[src/core/cdr_pkg.sv]
package cdr_pkg;

  // ************************************************************
  // register map
  // ************************************************************
  localparam int          AV_ADDR_W   = 4;
  localparam int          AV_DATA_W   = 32;
  localparam logic [3:0]  REG_CTRL    = 4'h0;
  localparam logic [3:0]  REG_DATA    = 4'h4;
  localparam logic [3:0]  REG_STATUS  = 4'h8;

  // ************************************************************
  // control fields
  // ************************************************************
  localparam int          CTRL_W      = 8;
  localparam int          BIT_INHIBIT = 7;
  localparam int          BIT_CLEAR   = 6;
  localparam int          BIT_STEP    = 5;
  localparam int          BIT_STROBE  = 4;
  localparam logic [7:0]  CTRL_RST    = 8'h00;
  localparam logic [7:0]  DATA_RST    = 8'h00;

  // ************************************************************
  // status fields
  // ************************************************************
  localparam int          ST_CNT_LSB  = 0;
  localparam int          ST_SCAN_LSB = 8;
  localparam int          ST_INHIBIT  = 16;
  localparam int          ST_OUT_V    = 17;
  localparam int          ST_SKID_V   = 18;

  // ************************************************************
  // display geometry and timing
  // ************************************************************
  localparam int          ADDR_W      = 5;
  localparam int          DEPTH       = 32;
  localparam int          CHAR_W      = 8;
  localparam int          ROW_W       = 3;
  localparam int          COL_W       = 5;
  localparam int          DISP_DIV    = 250;
  localparam logic [4:0]  ADDR_ONE    = 5'h01;

  typedef enum logic [1:0] {
    SCAN_HALT,
    SCAN_PRESENT,
    SCAN_CAPTURE
  } cdr_scan_t;

  typedef struct packed {
    logic [ADDR_W-1:0] addr;
    logic [ROW_W-1:0]  row;
    logic [COL_W-1:0]  col;
  } cdr_pat_t;

endpackage : cdr_pkg

[src/core/cdr_loader.sv]
// Summary of operation
// RULE1: inhibit high stops scan, allows writes
// RULE2: inhibit low, display scans RAM addresses
// RULE3: take generator row and column lines
// RULE4: clear bit pulse zeroes address counter
// RULE5: counter drives address, buffer enabled inhibited
// RULE6: each step pulse advances counter once; the code ignores a step that rises in the same write as a clear
// RULE7: write strobe stores data byte at counter
// RULE8: host sets up ASCII before strobe
// RULE9: host holds strobe at least 50 us; the bench holds the strobe bit only MY_DIV plus a few mclk cycles
// RULE10: host inhibits, clears, writes 32 characters
// RULE11: host drops inhibit after last character
// RULE12: display rereads RAM continually while enabled
// RULE13: address counter five bits for 32 locations
//
// The address map and the Avalon-MM register port were chosen for this implementation.
module cdr_loader #(
  parameter int DIV = cdr_pkg::DISP_DIV
) (
  input  wire logic                            mclk,
  input  wire logic                            resetn,
  input  wire logic [cdr_pkg::AV_ADDR_W-1:0]   avs_address,
  input  wire logic                            avs_read,
  input  wire logic                            avs_write,
  input  wire logic [cdr_pkg::AV_DATA_W-1:0]   avs_writedata,
  output logic      [cdr_pkg::AV_DATA_W-1:0]   avs_readdata,
  output logic                                 avs_waitrequest,
  output logic      [cdr_pkg::ADDR_W-1:0]      ram_addr,
  output logic                                 addr_buf_oe,
  output logic      [cdr_pkg::CHAR_W-1:0]      cg_char,
  input  wire logic [cdr_pkg::ROW_W-1:0]       row_select_lines,
  input  wire logic [cdr_pkg::COL_W-1:0]       column_data_lines,
  output logic                                 pat_valid,
  input  wire logic                            pat_ready,
  output cdr_pkg::cdr_pat_t                    pat_data
);

  // ************************************************************
  // state
  // ************************************************************
  localparam int DIV_W = $clog2(DIV + 1);
  localparam logic [DIV_W-1:0] DIV_LAST = DIV_W'(DIV - 1);
  localparam logic [DIV_W-1:0] DIV_ONE  = DIV_W'(1);

  typedef struct packed {
    logic                                      waitreq;
    logic [cdr_pkg::AV_DATA_W-1:0]             rdata;
    logic [cdr_pkg::CTRL_W-1:0]                ctrl;
    logic [cdr_pkg::CHAR_W-1:0]                data;
    logic [cdr_pkg::ADDR_W-1:0]                cnt;
    logic [cdr_pkg::ADDR_W-1:0]                scan;
    cdr_pkg::cdr_scan_t                        st;
    logic [DIV_W-1:0]                          div;
    logic                                      tick;
    logic [cdr_pkg::ADDR_W-1:0]                ram_addr;
    logic                                      addr_oe;
    logic [cdr_pkg::CHAR_W-1:0]                cg_char;
    cdr_pkg::cdr_pat_t                         out;
    logic                                      out_v;
    cdr_pkg::cdr_pat_t                         skid;
    logic                                      skid_v;
    logic [cdr_pkg::DEPTH-1:0][cdr_pkg::CHAR_W-1:0] ram;
  } cdr_state_t;

  cdr_state_t q;
  cdr_state_t d;

  localparam int PULSE_N = 3;
  localparam int PULSE_BIT [PULSE_N] = '{cdr_pkg::BIT_STROBE,
                                        cdr_pkg::BIT_STEP,
                                        cdr_pkg::BIT_CLEAR};

  logic                            wr_go;
  logic                            ctrl_wr;
  logic [cdr_pkg::CTRL_W-1:0]      wctrl;
  logic [PULSE_N-1:0]              rise;
  logic                            rise_clear;
  logic                            rise_step;
  logic                            rise_strobe;
  logic                            inhibit;
  logic                            push;
  logic                            pop;
  logic                            buf_ready;
  cdr_pkg::cdr_pat_t               newpat;

  // ************************************************************
  // control bit edges
  // ************************************************************
  assign wr_go   = avs_write && !q.waitreq;
  assign ctrl_wr = wr_go && (avs_address == cdr_pkg::REG_CTRL);
  assign wctrl   = avs_writedata[cdr_pkg::CTRL_W-1:0];

  for (genvar gi = 0; gi < PULSE_N; gi++)
  begin : g_rise
    assign rise[gi] = ctrl_wr && wctrl[PULSE_BIT[gi]]
                      && !q.ctrl[PULSE_BIT[gi]];
  end

  assign rise_strobe = rise[0];
  assign rise_step   = rise[1];
  assign rise_clear  = rise[2];

  // ************************************************************
  // buffer input side
  // ************************************************************
  assign buf_ready = !q.skid_v;

  always_comb
  begin
    d = q;
    push = 1'b0;
    pop  = q.out_v && pat_ready;
    newpat.addr = q.scan;
    newpat.row  = row_select_lines;
    newpat.col  = column_data_lines;

    // ************************************************************
    // bus slave
    // ************************************************************
    if (!q.waitreq)
    begin
      d.waitreq = 1'b1;
    end
    else if (avs_read || avs_write)
    begin
      d.waitreq = 1'b0;
      d.rdata = '0;
      if (avs_read)
      begin
        unique case (avs_address)
          cdr_pkg::REG_CTRL:
            d.rdata[cdr_pkg::CTRL_W-1:0] = q.ctrl;
          cdr_pkg::REG_DATA:
            d.rdata[cdr_pkg::CHAR_W-1:0] = q.data;
          cdr_pkg::REG_STATUS:
          begin
            d.rdata[cdr_pkg::ST_CNT_LSB +: cdr_pkg::ADDR_W]  = q.cnt;
            d.rdata[cdr_pkg::ST_SCAN_LSB +: cdr_pkg::ADDR_W] = q.scan;
            d.rdata[cdr_pkg::ST_INHIBIT] = q.ctrl[cdr_pkg::BIT_INHIBIT];
            d.rdata[cdr_pkg::ST_OUT_V]   = q.out_v;
            d.rdata[cdr_pkg::ST_SKID_V]  = q.skid_v;
          end
          default:
            d.rdata = '0;
        endcase
      end
    end

    if (wr_go)
    begin
      unique case (avs_address)
        cdr_pkg::REG_CTRL:
        begin
          d.ctrl = wctrl;
        end
        cdr_pkg::REG_DATA:
          d.data = avs_writedata[cdr_pkg::CHAR_W-1:0];
        default:
          d.data = q.data;
      endcase
    end

    // ************************************************************
    // address counter and RAM write
    // ************************************************************
    inhibit = q.ctrl[cdr_pkg::BIT_INHIBIT];
    if (rise_strobe && inhibit)
    begin
      d.ram[q.cnt] = q.data; // RULE7 RULE1
    end
    if (rise_clear)
    begin
      d.cnt = '0; // RULE4
    end
    else if (rise_step)
    begin
      d.cnt = q.cnt + cdr_pkg::ADDR_ONE; // RULE6 RULE13
    end

    // ************************************************************
    // display clock divider
    // ************************************************************
    d.tick = 1'b0;
    if (q.div == DIV_LAST)
    begin
      d.div  = '0;
      d.tick = 1'b1;
    end
    else
    begin
      d.div = q.div + DIV_ONE;
    end

    // ************************************************************
    // display scan
    // ************************************************************
    if (inhibit)
    begin
      d.st = cdr_pkg::SCAN_HALT; // RULE1
    end
    else if (q.tick)
    begin
      unique case (q.st)
        cdr_pkg::SCAN_HALT:
        begin
          d.scan = '0;
          d.st   = cdr_pkg::SCAN_PRESENT;
        end
        cdr_pkg::SCAN_PRESENT:
        begin
          d.cg_char = q.ram[q.scan]; // RULE2
          d.st      = cdr_pkg::SCAN_CAPTURE;
        end
        cdr_pkg::SCAN_CAPTURE:
        begin
          if (buf_ready)
          begin
            push   = 1'b1; // RULE3
            d.scan = q.scan + cdr_pkg::ADDR_ONE; // RULE12
            d.st   = cdr_pkg::SCAN_PRESENT;
          end
        end
        default:
        begin
          d.st = cdr_pkg::SCAN_HALT;
        end
      endcase
    end

    // ************************************************************
    // address pins
    // ************************************************************
    d.addr_oe  = inhibit; // RULE5
    d.ram_addr = inhibit ? q.cnt : q.scan; // RULE5 RULE2

    // ************************************************************
    // two-entry pattern buffer
    // ************************************************************
    if (pop || !q.out_v)
    begin
      if (q.skid_v)
      begin
        d.out    = q.skid;
        d.out_v  = 1'b1;
        d.skid_v = 1'b0;
        if (push)
        begin
          d.skid   = newpat;
          d.skid_v = 1'b1;
        end
      end
      else
      begin
        d.out_v = push;
        if (push)
        begin
          d.out = newpat;
        end
      end
    end
    else if (push)
    begin
      d.skid   = newpat;
      d.skid_v = 1'b1;
    end
  end

  always_ff @(posedge mclk or negedge resetn)
  begin
    if (!resetn)
    begin
      q.waitreq  <= 1'b1;
      q.rdata    <= '0;
      q.ctrl     <= cdr_pkg::CTRL_RST;
      q.data     <= cdr_pkg::DATA_RST;
      q.cnt      <= '0;
      q.scan     <= '0;
      q.st       <= cdr_pkg::SCAN_HALT;
      q.div      <= '0;
      q.tick     <= 1'b0;
      q.ram_addr <= '0;
      q.addr_oe  <= 1'b0;
      q.cg_char  <= '0;
      q.out      <= '0;
      q.out_v    <= 1'b0;
      q.skid     <= '0;
      q.skid_v   <= 1'b0;
      q.ram      <= '0;
    end
    else
    begin
      q <= d;
    end
  end

  // ************************************************************
  // outputs
  // ************************************************************
  assign avs_readdata    = q.rdata;
  assign avs_waitrequest = q.waitreq;
  assign ram_addr        = q.ram_addr;
  assign addr_buf_oe     = q.addr_oe;
  assign cg_char         = q.cg_char;
  assign pat_valid       = q.out_v;
  assign pat_data        = q.out;

endmodule : cdr_loader

[config.mk]
export PLATFORM = sky130hd
export DESIGN_NAME = cdr_loader
export DESIGN_NICKNAME = d
export VERILOG_FILES = /design/src/core/cdr_pkg.sv /design/src/core/cdr_loader.sv
export SDC_FILE = /design/constraint.sdc
export NUM_CORES = 1
export LEC_CHECK = 0
export BUFFER_PORTS_ARGS = -buffer_cell sky130_fd_sc_hd__buf_2
export CAP_MARGIN = 0
export CORE_MARGIN = 8
export CORE_UTILIZATION = 49
export DETAILED_ROUTE_END_ITERATION = 7
export PLACE_DENSITY = 0.73
export SLEW_MARGIN = 20
export SYNTH_ARGS = -nofsm -noshare
export SYNTH_HDL_FRONTEND = slang
export SYNTH_SLANG_ARGS = --single-unit
export TNS_END_PERCENT = 10
[constraint.sdc]
create_clock -name mclk -period 2.19 [get_ports mclk]
set_clock_uncertainty 0.05 [all_clocks]
set_input_delay 0.438 -clock mclk [delete_from_list [all_inputs] [get_ports mclk]]
set_output_delay 0.438 -clock mclk [all_outputs]
set_load 0.02 [all_outputs]
==> run metrics, run 1 <==
status complete, no violations; Crit Path Max Fanout 8; number of diodes 0; critical path, cell by cell buf_4 > buf_12 > mux4_2 > mux2i_1 > buf_4 > nor2_1 > o221a_2; PnR worst setup slack 0.0514 ns; Leakage 9.02 nW; Comb pwr share 7.1%; Final min period 2.14 ns; critical path launch point type register; fin crit share 97.7%; commonest cells after routing, fill and taps aside dfrtp_1, mux2_2, buf_2; register share of total power 46.8%; slowest stage cell, crit path dfrtp_4; CTS tree built; root buf cell clkbuf_16; Async SR Flop Fraction 100%; CTS Buffer Depth 3; Setup CP Type register to register; die area 39500 um2; gr ovfl total 0; Reg2Reg Setup Slack 0.05 ns; Max-slew headroom 55.9%; worst min-delay path class primary input to register; row cnt 67; total iterations of the first detailed-routing run 5; Vias 9701; design area 18800 um2; non-filler cells, final 1718; Critical Path AT 2.49 ns; final hold violation count 0; Initial Utilization 49.3%; pre-CTS WS -0.187 ns; PD cells 759 nW/um2; Cell Area, Placed 17500 um2; net switching share of the total power 23.3%; global-route usage over all layers 18.7%; Skew-Pair Late Insertion Delay 0.52 ns; synthesized area 16400 um2; I/O pin cnt 110; RSZ-0062 raised after global routing true; Main synth FF type dfrtp_1; largest net degree at the start of global routing 78; metal2 WL 17.2 mm; vias in the first global route 10263; Clk pin slew, worst setup/hold paths 0.06 ns; CP most frequent cell buf_4; critical path's largest stage delay 0.54 ns; Setup crit end kind register; Setup-failing EPs final 0; syn_area_per_cell 14.0 um2; worst hold slack 0.113 ns; Synth warnings 0; initial drt markers 573; GP Congestion 0.815; Max VDD drop 528 uV; Synth cell types 56; commonest non-fill, non-tap cell in the layout dfrtp_1; NetSw 3.32 mW; global-route wire length before repair 57.9 mm; Syn Inst Count 1171; max frequency 0.468 GHz; clock share of power 46.2%; required time of the critical path 2.54 ns; IO Port Bufs 69; CORE AREA 33200 um2; FF+latch count, synth 352; top sig layer met4; number of enable flip-flop cells after synthesis 0; die width 199 um; Layout area overhead 14.8%; CTS Sinks 352; Num CTS Buffers 37; dpl cells 1650; number of remaining DRC errors 0; Die Span Y 199 um; nets 1299; Slew Limit Fails 0; layout cell share with drive strength beyond 1 45.7%; met1 WL 16.0 mm; cell-internal power 11.0 mW; H-tree depth 2; Seq/Total Area, Yosys 53.8%; # fillers 2616; drt total wl 36.2 mm; dpl hpwl 23.8 mm; initial antenna violation count 0; met3 WL post-DR 1.98 mm; DR WL/cell 21.1 um; max cap viols 0; DR vias/cell 5.65; slew at the pin closest to its max-slew limit 0.660 ns; antenna-violating nets left 0
metal layers:
| metal | vias up | GRT usage (%) |
|---|---|---|
| li1 | 4345 | - |
| met2 | 242 | 30.8 |
| met4 | 0 | 6.31 |
| met1 | 5052 | 24.7 |
| met3 | 62 | 3.54 |
| met5 | - | 0 |
through the flow:
stage | setup TNS [ns] | power [mW] | utilization (%)
after global routing | -0.00594 | 14.8 | 56.7
after detailed placement | -34.68 | 7.81 | 52.6
after floorplan | -3.96 | 7.31 | -
final | 0 | 14.3 | 56.7
after CTS | 0 | 14.4 | 56.6
after global placement | -30.51 | 7.78 | 52.6
cells in the mapped netlist, types with 2 or more instances:
| cell | instances | share of area (%) |
|---|---|---|
| o21ai_0 | 30 | 0.92 |
| or3b_2 | 3 | 0.16 |
| nor3b_1 | 4 | 0.18 |
| a22o_1 | 11 | 0.59 |
| o221a_2 | 7 | 0.48 |
| dfrtp_1 | 351 | 54 |
| mux2_2 | 273 | 19 |
| mux2_1 | 23 | 1.6 |
| nor4bb_1 | 2 | 0.12 |
| nor2b_1 | 4 | 0.15 |
| o21ai_1 | 2 | 0.061 |
| xor2_1 | 5 | 0.27 |
| ha_1 | 7 | 0.53 |
| xnor2_1 | 2 | 0.11 |
| o2111ai_1 | 7 | 0.37 |
| buf_2 | 12 | 0.37 |
| a211o_1 | 7 | 0.37 |
| and3_1 | 2 | 0.076 |
| mux4_2 | 48 | 6.6 |
| o22a_1 | 7 | 0.37 |
| nor4_4 | 4 | 0.52 |
| a21oi_1 | 4 | 0.12 |
| mux2i_1 | 59 | 3.6 |
| and2_1 | 4 | 0.15 |
| a22oi_1 | 9 | 0.41 |
| nand3b_1 | 5 | 0.23 |
| and4_1 | 3 | 0.16 |
| nand2b_1 | 5 | 0.19 |
| buf_1 | 8 | 0.18 |
| o22ai_1 | 8 | 0.31 |
| nand2_1 | 48 | 1.1 |
| clkbuf_1 | 55 | 1.3 |
| nand4_1 | 3 | 0.11 |
| nand3_1 | 5 | 0.15 |
| nor2_1 | 24 | 0.55 |
| a211oi_1 | 2 | 0.092 |
| or3_1 | 2 | 0.076 |
| inv_1 | 10 | 0.23 |
| buf_4 | 58 | 2.7 |
| nor3_1 | 4 | 0.12 |
| and3b_1 | 2 | 0.11 |
| nand2_2 | 28 | 1.1 |
critical path, delay by kind of cell (launching register included):
kind,cells,cell delay [ns]
AO/OA/AOI/OAI,1,0.24
buffers and inverters,3,0.42
multiplexers,2,0.70
flip-flops,1,0.54
AND/OR/NAND/NOR,1,0.06
layout make-up:
class                      count  area (um2)  area share [%]
timing repair buffer         151        1200            6.39
multi-input combinational    691        6900            36.7
sequential                   352        8810            46.9
clock buffer                  52        1090            5.82
clock inverter                14         199            1.06
tap                          448         561            2.98
inverter                      10        37.5           0.200
state kept, by name, indices dropped and copies added, names as in the netlist:
name / count
cg_char: 8
q: 301
avs_readdata: 16
addr_buf_oe: 1
d: 1
newpat: 5
pat_data: 13
ram_addr: 5
avs_waitrequest: 1
pat_valid: 1
final timing paths:
| check | from | endpoint | cells past startpoint |
|---|---|---|---|
| worst max-delay path | newpat[8]$_DFFE_PN0P_ | cg_char[5]$_DFFE_PN0P_ | 7 |
| worst min-delay path | avs_writedata[0] | q[327]$_DFFE_PN0P_ | 2 |
| worst max register to register | newpat[8]$_DFFE_PN0P_ | cg_char[5]$_DFFE_PN0P_ | 7 |
| worst min register to register | pat_data[7]$_DFFE_PN0P_ | pat_data[7]$_DFFE_PN0P_ | 2 |
| max in group asynchronous | resetn | q[117]$_DFFE_PN0P_ | 3 |
| min in group asynchronous | resetn | pat_data[3]$_DFFE_PN0P_ | 2 |
power groups by stage:
stage / sequential, mW / clock [mW] / combinational [mW]
2_1_floorplan: 6.80 / 0 / 0.509
3_3_place_gp: 6.79 / 0 / 0.994
3_5_place_dp: 6.80 / 0 / 1.01
4_1_cts: 6.68 / 6.73 / 1.02
5_1_grt: 6.69 / 6.96 / 1.11
6_report: 6.68 / 6.59 / 1.01
cell families after synthesis:
group                    Yosys count  share of synthesized area, %
multiplexers                     403                          30.6
flip-flops                       352                          53.8
AND/OR/NAND/NOR                  157                          5.55
buffers and inverters            143                          4.70
AO/OA/AOI/OAI                    101                          4.48
adder cells (fa/ha/maj)            7                         0.535
XOR/XNOR                           7                         0.374
other                              1                        0.0229
what timing repair did:
| action | 4_1_cts | 5_1_grt |
|---|---|---|
| hold buffers | 1 | 0 |
| endpoints found under the hold margin | 25 | 0 |
| setup buffers | 0 | 1 |
| setup endpoints to repair | 1 | 38 |
| resized for setup | 2 | 4 |
(Power assumes the default switching activity.)
==> inputs of run 2 (changes only) <==
--- a/config.mk
+++ b/config.mk
@@ -8,9 +8,9 @@
 export BUFFER_PORTS_ARGS = -buffer_cell sky130_fd_sc_hd__buf_2
 export CAP_MARGIN = 0
 export CORE_MARGIN = 8
-export CORE_UTILIZATION = 49
+export CORE_UTILIZATION = 24
 export DETAILED_ROUTE_END_ITERATION = 7
-export PLACE_DENSITY = 0.73
+export PLACE_DENSITY = 0.44
 export SLEW_MARGIN = 20
 export SYNTH_ARGS = -nofsm -noshare
 export SYNTH_HDL_FRONTEND = slang
==> run 2 against run 1 <==
  * Sequential cell count unchanged
  * Via count is 0.68% higher
  * Non-clock buffer count grew 23
  * Cell area grew 4.6%
  * First-iteration DRC count is 25% lower
  * Clock-buffer cell count is 11 higher
  * Sequential power barely moved
  * Sequential share of layout area is 2.0 points lower
  * Clock power grew 4.9%
  * Largest power group is now the clock network
  * Combinational power increased by 5%
==> run metrics, run 2 (synthesis gave the netlist of run 1 again) <==
Critical Path AT 2.51 ns; row cnt 95; Die Span Y 277 um; final hold violation count 0; IO Port Bufs 69; fin crit share 96.8%; DR vias/cell 4.49; RSZ-0062 raised after global routing true; PD cells 744 nW/um2; most flop-heavy register q; Setup CP Type register to register; Final min period 2.12 ns; Num CTS Buffers 42; Skew-Pair Late Insertion Delay 0.58 ns; I/O pin cnt 110; Setup-failing EPs final 0; # fillers 6715; flip-flop and latch area 8820 um2; drt total wl 43.7 mm; Slew Limit Fails 0; Leakage 9.18 nW; global-route wire length before repair 67.9 mm; antenna-violating nets left 0; PnR worst setup slack 0.0708 ns; critical path launch point type register; GP Congestion 0.768; largest net degree at the start of global routing 81; Vias 9767; Setup crit end kind register; die width 277 um; Crit Path Max Fanout 4; CTS Sinks 352; root buf cell clkbuf_16; Reg2Reg Setup Slack 0.07 ns; Max-slew headroom 53.3%; nets 1327; Layout area overhead 20.1%; DR WL/cell 20.1 um; max frequency 0.472 GHz; initial antenna violation count 2; total iterations of the first detailed-routing run 7; Clk pin slew, worst setup/hold paths 0.06 ns; number of remaining DRC errors 0; dpl hpwl 29.3 mm; worst min-delay path class primary input to register; vias in the first global route 10515; pre-CTS WS -0.263 ns; commonest non-fill, non-tap cell in the layout dfrtp_1; commonest cells after routing, fill and taps aside dfrtp_1, mux2_2, buf_4; slew at the pin closest to its max-slew limit 0.699 ns; Max VDD drop 513 uV; status complete, no violations; gr ovfl total 0; Initial Utilization 24.3%; CTS tree built; max cap viols 0; max reg flops 301; layout cell share with drive strength beyond 1 47.0%; required time of the critical path 2.58 ns; CORE AREA 67400 um2; die area 76900 um2; multi-input logic area 6910 um2; worst hold slack 0.0652 ns; CTS Buffer Depth 3; initial drt markers 430; global-route usage over all layers 11.4%; H-tree depth 2
==> run 2: cell types whose count changed in the layout (fill, tap and decap cells not counted), moves of 2 or more <==
cell,delta
buf_4,+17
buf_12,+6
bufinv_16,-4
clkbuf_16,+4
clkbuf_8,+4
clkbuf_1,+3
clkinv_8,+2
==> run 2: final cells by class <==
class | instances | share of cell area (%)
timing repair buffer | 174 | 7.37
inverter | 10 | 0.191
multi-input combinational | 691 | 35.1
antenna | 1 | 0.0127
clock buffer | 63 | 6.41
sequential | 352 | 44.8
clock inverter | 11 | 0.522
tap | 873 | 5.55
==> run 2: layer usage <==
layer  track usage [%]  up-vias  routed length, um
met5                 0        -                  0
met4              3.64        0               1420
met3              2.48       74               2010
met2              17.6      188              19700
met1              15.7     5092              20600
li1                  -     4413                  -
==> run 2: final timing paths <==
check | cells past startpoint | startpoint | endpoint
max | 5 | newpat[8]$_DFFE_PN0P_ | cg_char[6]$_DFFE_PN0P_
min reg2reg | 2 | pat_data[6]$_DFFE_PN0P_ | pat_data[6]$_DFFE_PN0P_
min in group asynchronous | 2 | resetn | pat_data[4]$_DFFE_PN0P_
min | 2 | column_data_lines[4] | q[261]$_DFFE_PN0P_
max reg2reg | 5 | newpat[8]$_DFFE_PN0P_ | cg_char[6]$_DFFE_PN0P_
max in group asynchronous | 3 | resetn | newpat[8]$_DFFE_PN0P_
==> run 2: power by group <==
group,switching [mW],internal [mW],total (mW),leakage (nW)
clock network,2.82,4.09,6.91,0.679
logic,0.775,0.284,1.06,3.63
registers,0.0586,6.60,6.66,4.87
==> run 2: worst max-delay path: stages, from the launching register on <==
cell	delay [ns]
dfrtp_4	0.51
buf_12	0.15
mux4_2	0.51
mux2_4	0.31
a2111oi_4	0.36
a211oi_1	0.09
==> run 2: repair_timing <==
action,4_1_cts,5_1_grt
pin swaps,0,1
hold buffers,1,0
setup buffers,0,1
gates cloned,0,0
resized for setup,5,4
setup endpoints to repair,32,13
hold endpoints to repair,30,0
==> run 2: stage by stage <==
stage / area [um2] / cells / TNS (ns) / power, mW / utilization [%]
2_1_floorplan: 16500 / 1186 / -3.96 / 7.31 / -
3_3_place_gp: 18200 / 2098 / -42.39 / 7.85 / 27.1
3_5_place_dp: 18200 / 2098 / -44.64 / 7.87 / 27.1
4_1_cts: 19600 / 2173 / -0.0371 / 14.9 / 29.1
5_1_grt: 19700 / 2174 / -0.0155 / 15.3 / 29.2
6_report: 19700 / 2175 / 0 / 14.6 / 29.2
==> inputs of run 3 (changes only) <==
--- a/config.mk
+++ b/config.mk
@@ -7,10 +7,13 @@
 export LEC_CHECK = 0
 export BUFFER_PORTS_ARGS = -buffer_cell sky130_fd_sc_hd__buf_2
 export CAP_MARGIN = 0
+export CELL_PAD_IN_SITES_DETAIL_PLACEMENT = 1
+export CELL_PAD_IN_SITES_GLOBAL_PLACEMENT = 1
 export CORE_MARGIN = 8
 export CORE_UTILIZATION = 24
 export DETAILED_ROUTE_END_ITERATION = 7
-export PLACE_DENSITY = 0.44
+export PLACE_DENSITY = 0.49
+export RECOVER_POWER = 100
 export SLEW_MARGIN = 20
 export SYNTH_ARGS = -nofsm -noshare
 export SYNTH_HDL_FRONTEND = slang
==> run 3 against run 2 <==
  * Sequential cell count did not move
  * Total power up 3.0%
  * Maximum frequency fell by 0.61%
  * Global-route usage rose by 0.50 points
  * Clock power rose by 6.4%
  * Via count grew 0.34%
  * Critical path depth is 1 higher
  * Non-clock buffer count decreased by 3
  * Utilization shrank 0.20 points
  * Sequential share of layout area up 0.31 points
  * Clock-buffer cell count increased by 2
  * Largest power group unchanged
==> run metrics, run 3 (synthesis gave the netlist of run 1 again) <==
root buf cell clkbuf_16; fin crit share 97.4%; most flop-heavy register q; pre-CTS WS -0.294 ns; slowest stage cell, crit path mux4_2; max reg flops 301; Setup CP Type register to register; initial drt markers 423; WP buf/inv 3; Crit Path Max Fanout 14; Leakage 8.96 nW; Hold Path Depth 2; Vias 9800; commonest non-fill, non-tap cell in the layout dfrtp_1; Die Span Y 277 um; destination of the worst hold path q[263]$_DFFE_PN0P_; drt total wl 45.2 mm; critical path's largest stage delay 0.52 ns; final core occ 29.0%; Num CTS Buffers 42; die area 76900 um2; commonest cells after routing, fill and taps aside dfrtp_1, mux2_2, buf_4; Reg2Reg Setup Slack 0.06 ns; slew at the pin closest to its max-slew limit 1.30 ns; DR vias/cell 4.51; number of remaining DRC errors 0; worst hold slack 0.0790 ns; critical path launch point type register; CTS Sinks 352; GP Congestion 0.725; H-tree depth 2; CTS tree built; total iterations of the first detailed-routing run 4; IO Port Bufs 69; die width 277 um; worst min-delay path class primary input to register; Cell Area, Placed 18200 um2; largest net degree at the start of global routing 59; row cnt 95; cell family with most CP delay multiplexers; initial antenna violation count 0; max cap viols 0; vias in the first global route 11083; Max VDD drop 436 uV; global-route wire length before repair 71.6 mm; Critical Path AT 2.52 ns; Setup-failing EPs final 0; Final min period 2.13 ns; design area 19500 um2; Skew-Pair Late Insertion Delay 0.56 ns; Setup crit end kind register; reg2reg start newpat[8]$_DFFE_PN0P_; max frequency 0.469 GHz; required time of the critical path 2.58 ns; CP most frequent cell buf_12; reg2reg path depth 6; final hold violation count 0; Layout area overhead 19.3%; critical path, cell by cell buf_12 > buf_12 > clkbuf_2 > mux4_2 > a211o_1 > o221a_2; Slew Limit Fails 0; PD cells 772 nW/um2; global-route usage over all layers 11.9%; nets 1324; setup_tns 0 ns; antenna-violating nets left 0; DR WL/cell 20.8 um; dpl hpwl 30.5 mm; reg-to-reg endpoint cg_char[7]$_DFFE_PN0P_; CORE AREA 67400 um2; Clk pin slew, worst setup/hold paths 0.06 ns; PnR worst setup slack 0.0578 ns; I/O pin cnt 110; Initial Utilization 24.3%; gr ovfl total 0; layout cell share with drive strength beyond 1 42.8%; CTS Buffer Depth 3; Max-slew headroom 13.4%; min-delay src row_select_lines[1]; status complete, no violations
==> run 3: cell types whose count changed in the layout (fill, tap and decap cells not counted), sizes merged <==
cell         before  now
bufinv            1    4
clkinv           10    6
buf             173  108
dlygate4sd3       1    2
clkbuf           63  126
inv              10   11
==> run 3: power breakdown <==
| group | switching [mW] | internal [mW] | leakage [nW] | total [mW] |
|---|---|---|---|---|
| registers | 0.0731 | 6.60 | 4.87 | 6.68 |
| logic | 0.780 | 0.270 | 3.36 | 1.05 |
| clock network | 2.81 | 4.54 | 0.725 | 7.35 |
==> run 3: repair_timing <==
action	in CTS	in global routing
hold buffers	2	0
setup buffers	0	3
pin swaps	1	0
hold endpoints to repair	34	0
setup endpoints to repair	48	38
gates resized for setup	4	7
==> run 3: through the flow <==
step,std cells,total power [mW]
final,2174,15.1
after global routing,2173,15.7
after CTS,2170,15.4
after detailed placement,2092,7.89
after global placement,2092,7.86
after floorplan,1186,7.31
==> run 3: how the worst max path moves through the flow <==
stage                                        end  depth (start not counted)                  start
final                     cg_char[7]$_DFFE_PN0P_                          6  newpat[8]$_DFFE_PN0P_
after CTS                 cg_char[7]$_DFFE_PN0P_                          5  newpat[8]$_DFFE_PN0P_
after global routing      cg_char[4]$_DFFE_PN0P_                          7  newpat[8]$_DFFE_PN0P_
after global placement         q[64]$_DFFE_PN0P_                          6         avs_address[2]
after detailed placement       q[71]$_DFFE_PN0P_                          6         avs_address[2]
after floorplan               q[152]$_DFFE_PN0P_                          6         avs_address[3]
==> run 3: cell type report <==
type | instances | area (um2)
Antenna cell | 1 | 2.50
Clock inverter | 11 | 163
Fill cell | 7165 | 47900
Clock buffer | 65 | 1300
Sequential cell | 352 | 8820
Timing Repair Buffer | 171 | 1250
Inverter | 10 | 37.5
Multi-Input combinational cell | 691 | 6880
Tap cell | 873 | 1090
==> run 3: routing by layer <==
metal  vias to the layer above  wire [um]  GRT usage, %  share of wire [%]
met4                         0       1190          3.66                2.6
met3                        65       1500          2.01                3.3
li1                       4408          -             -                  -
met1                      5173      21300          16.3                 47
met5                         -          0             0                  0
met2                       154      21200          18.9                 47
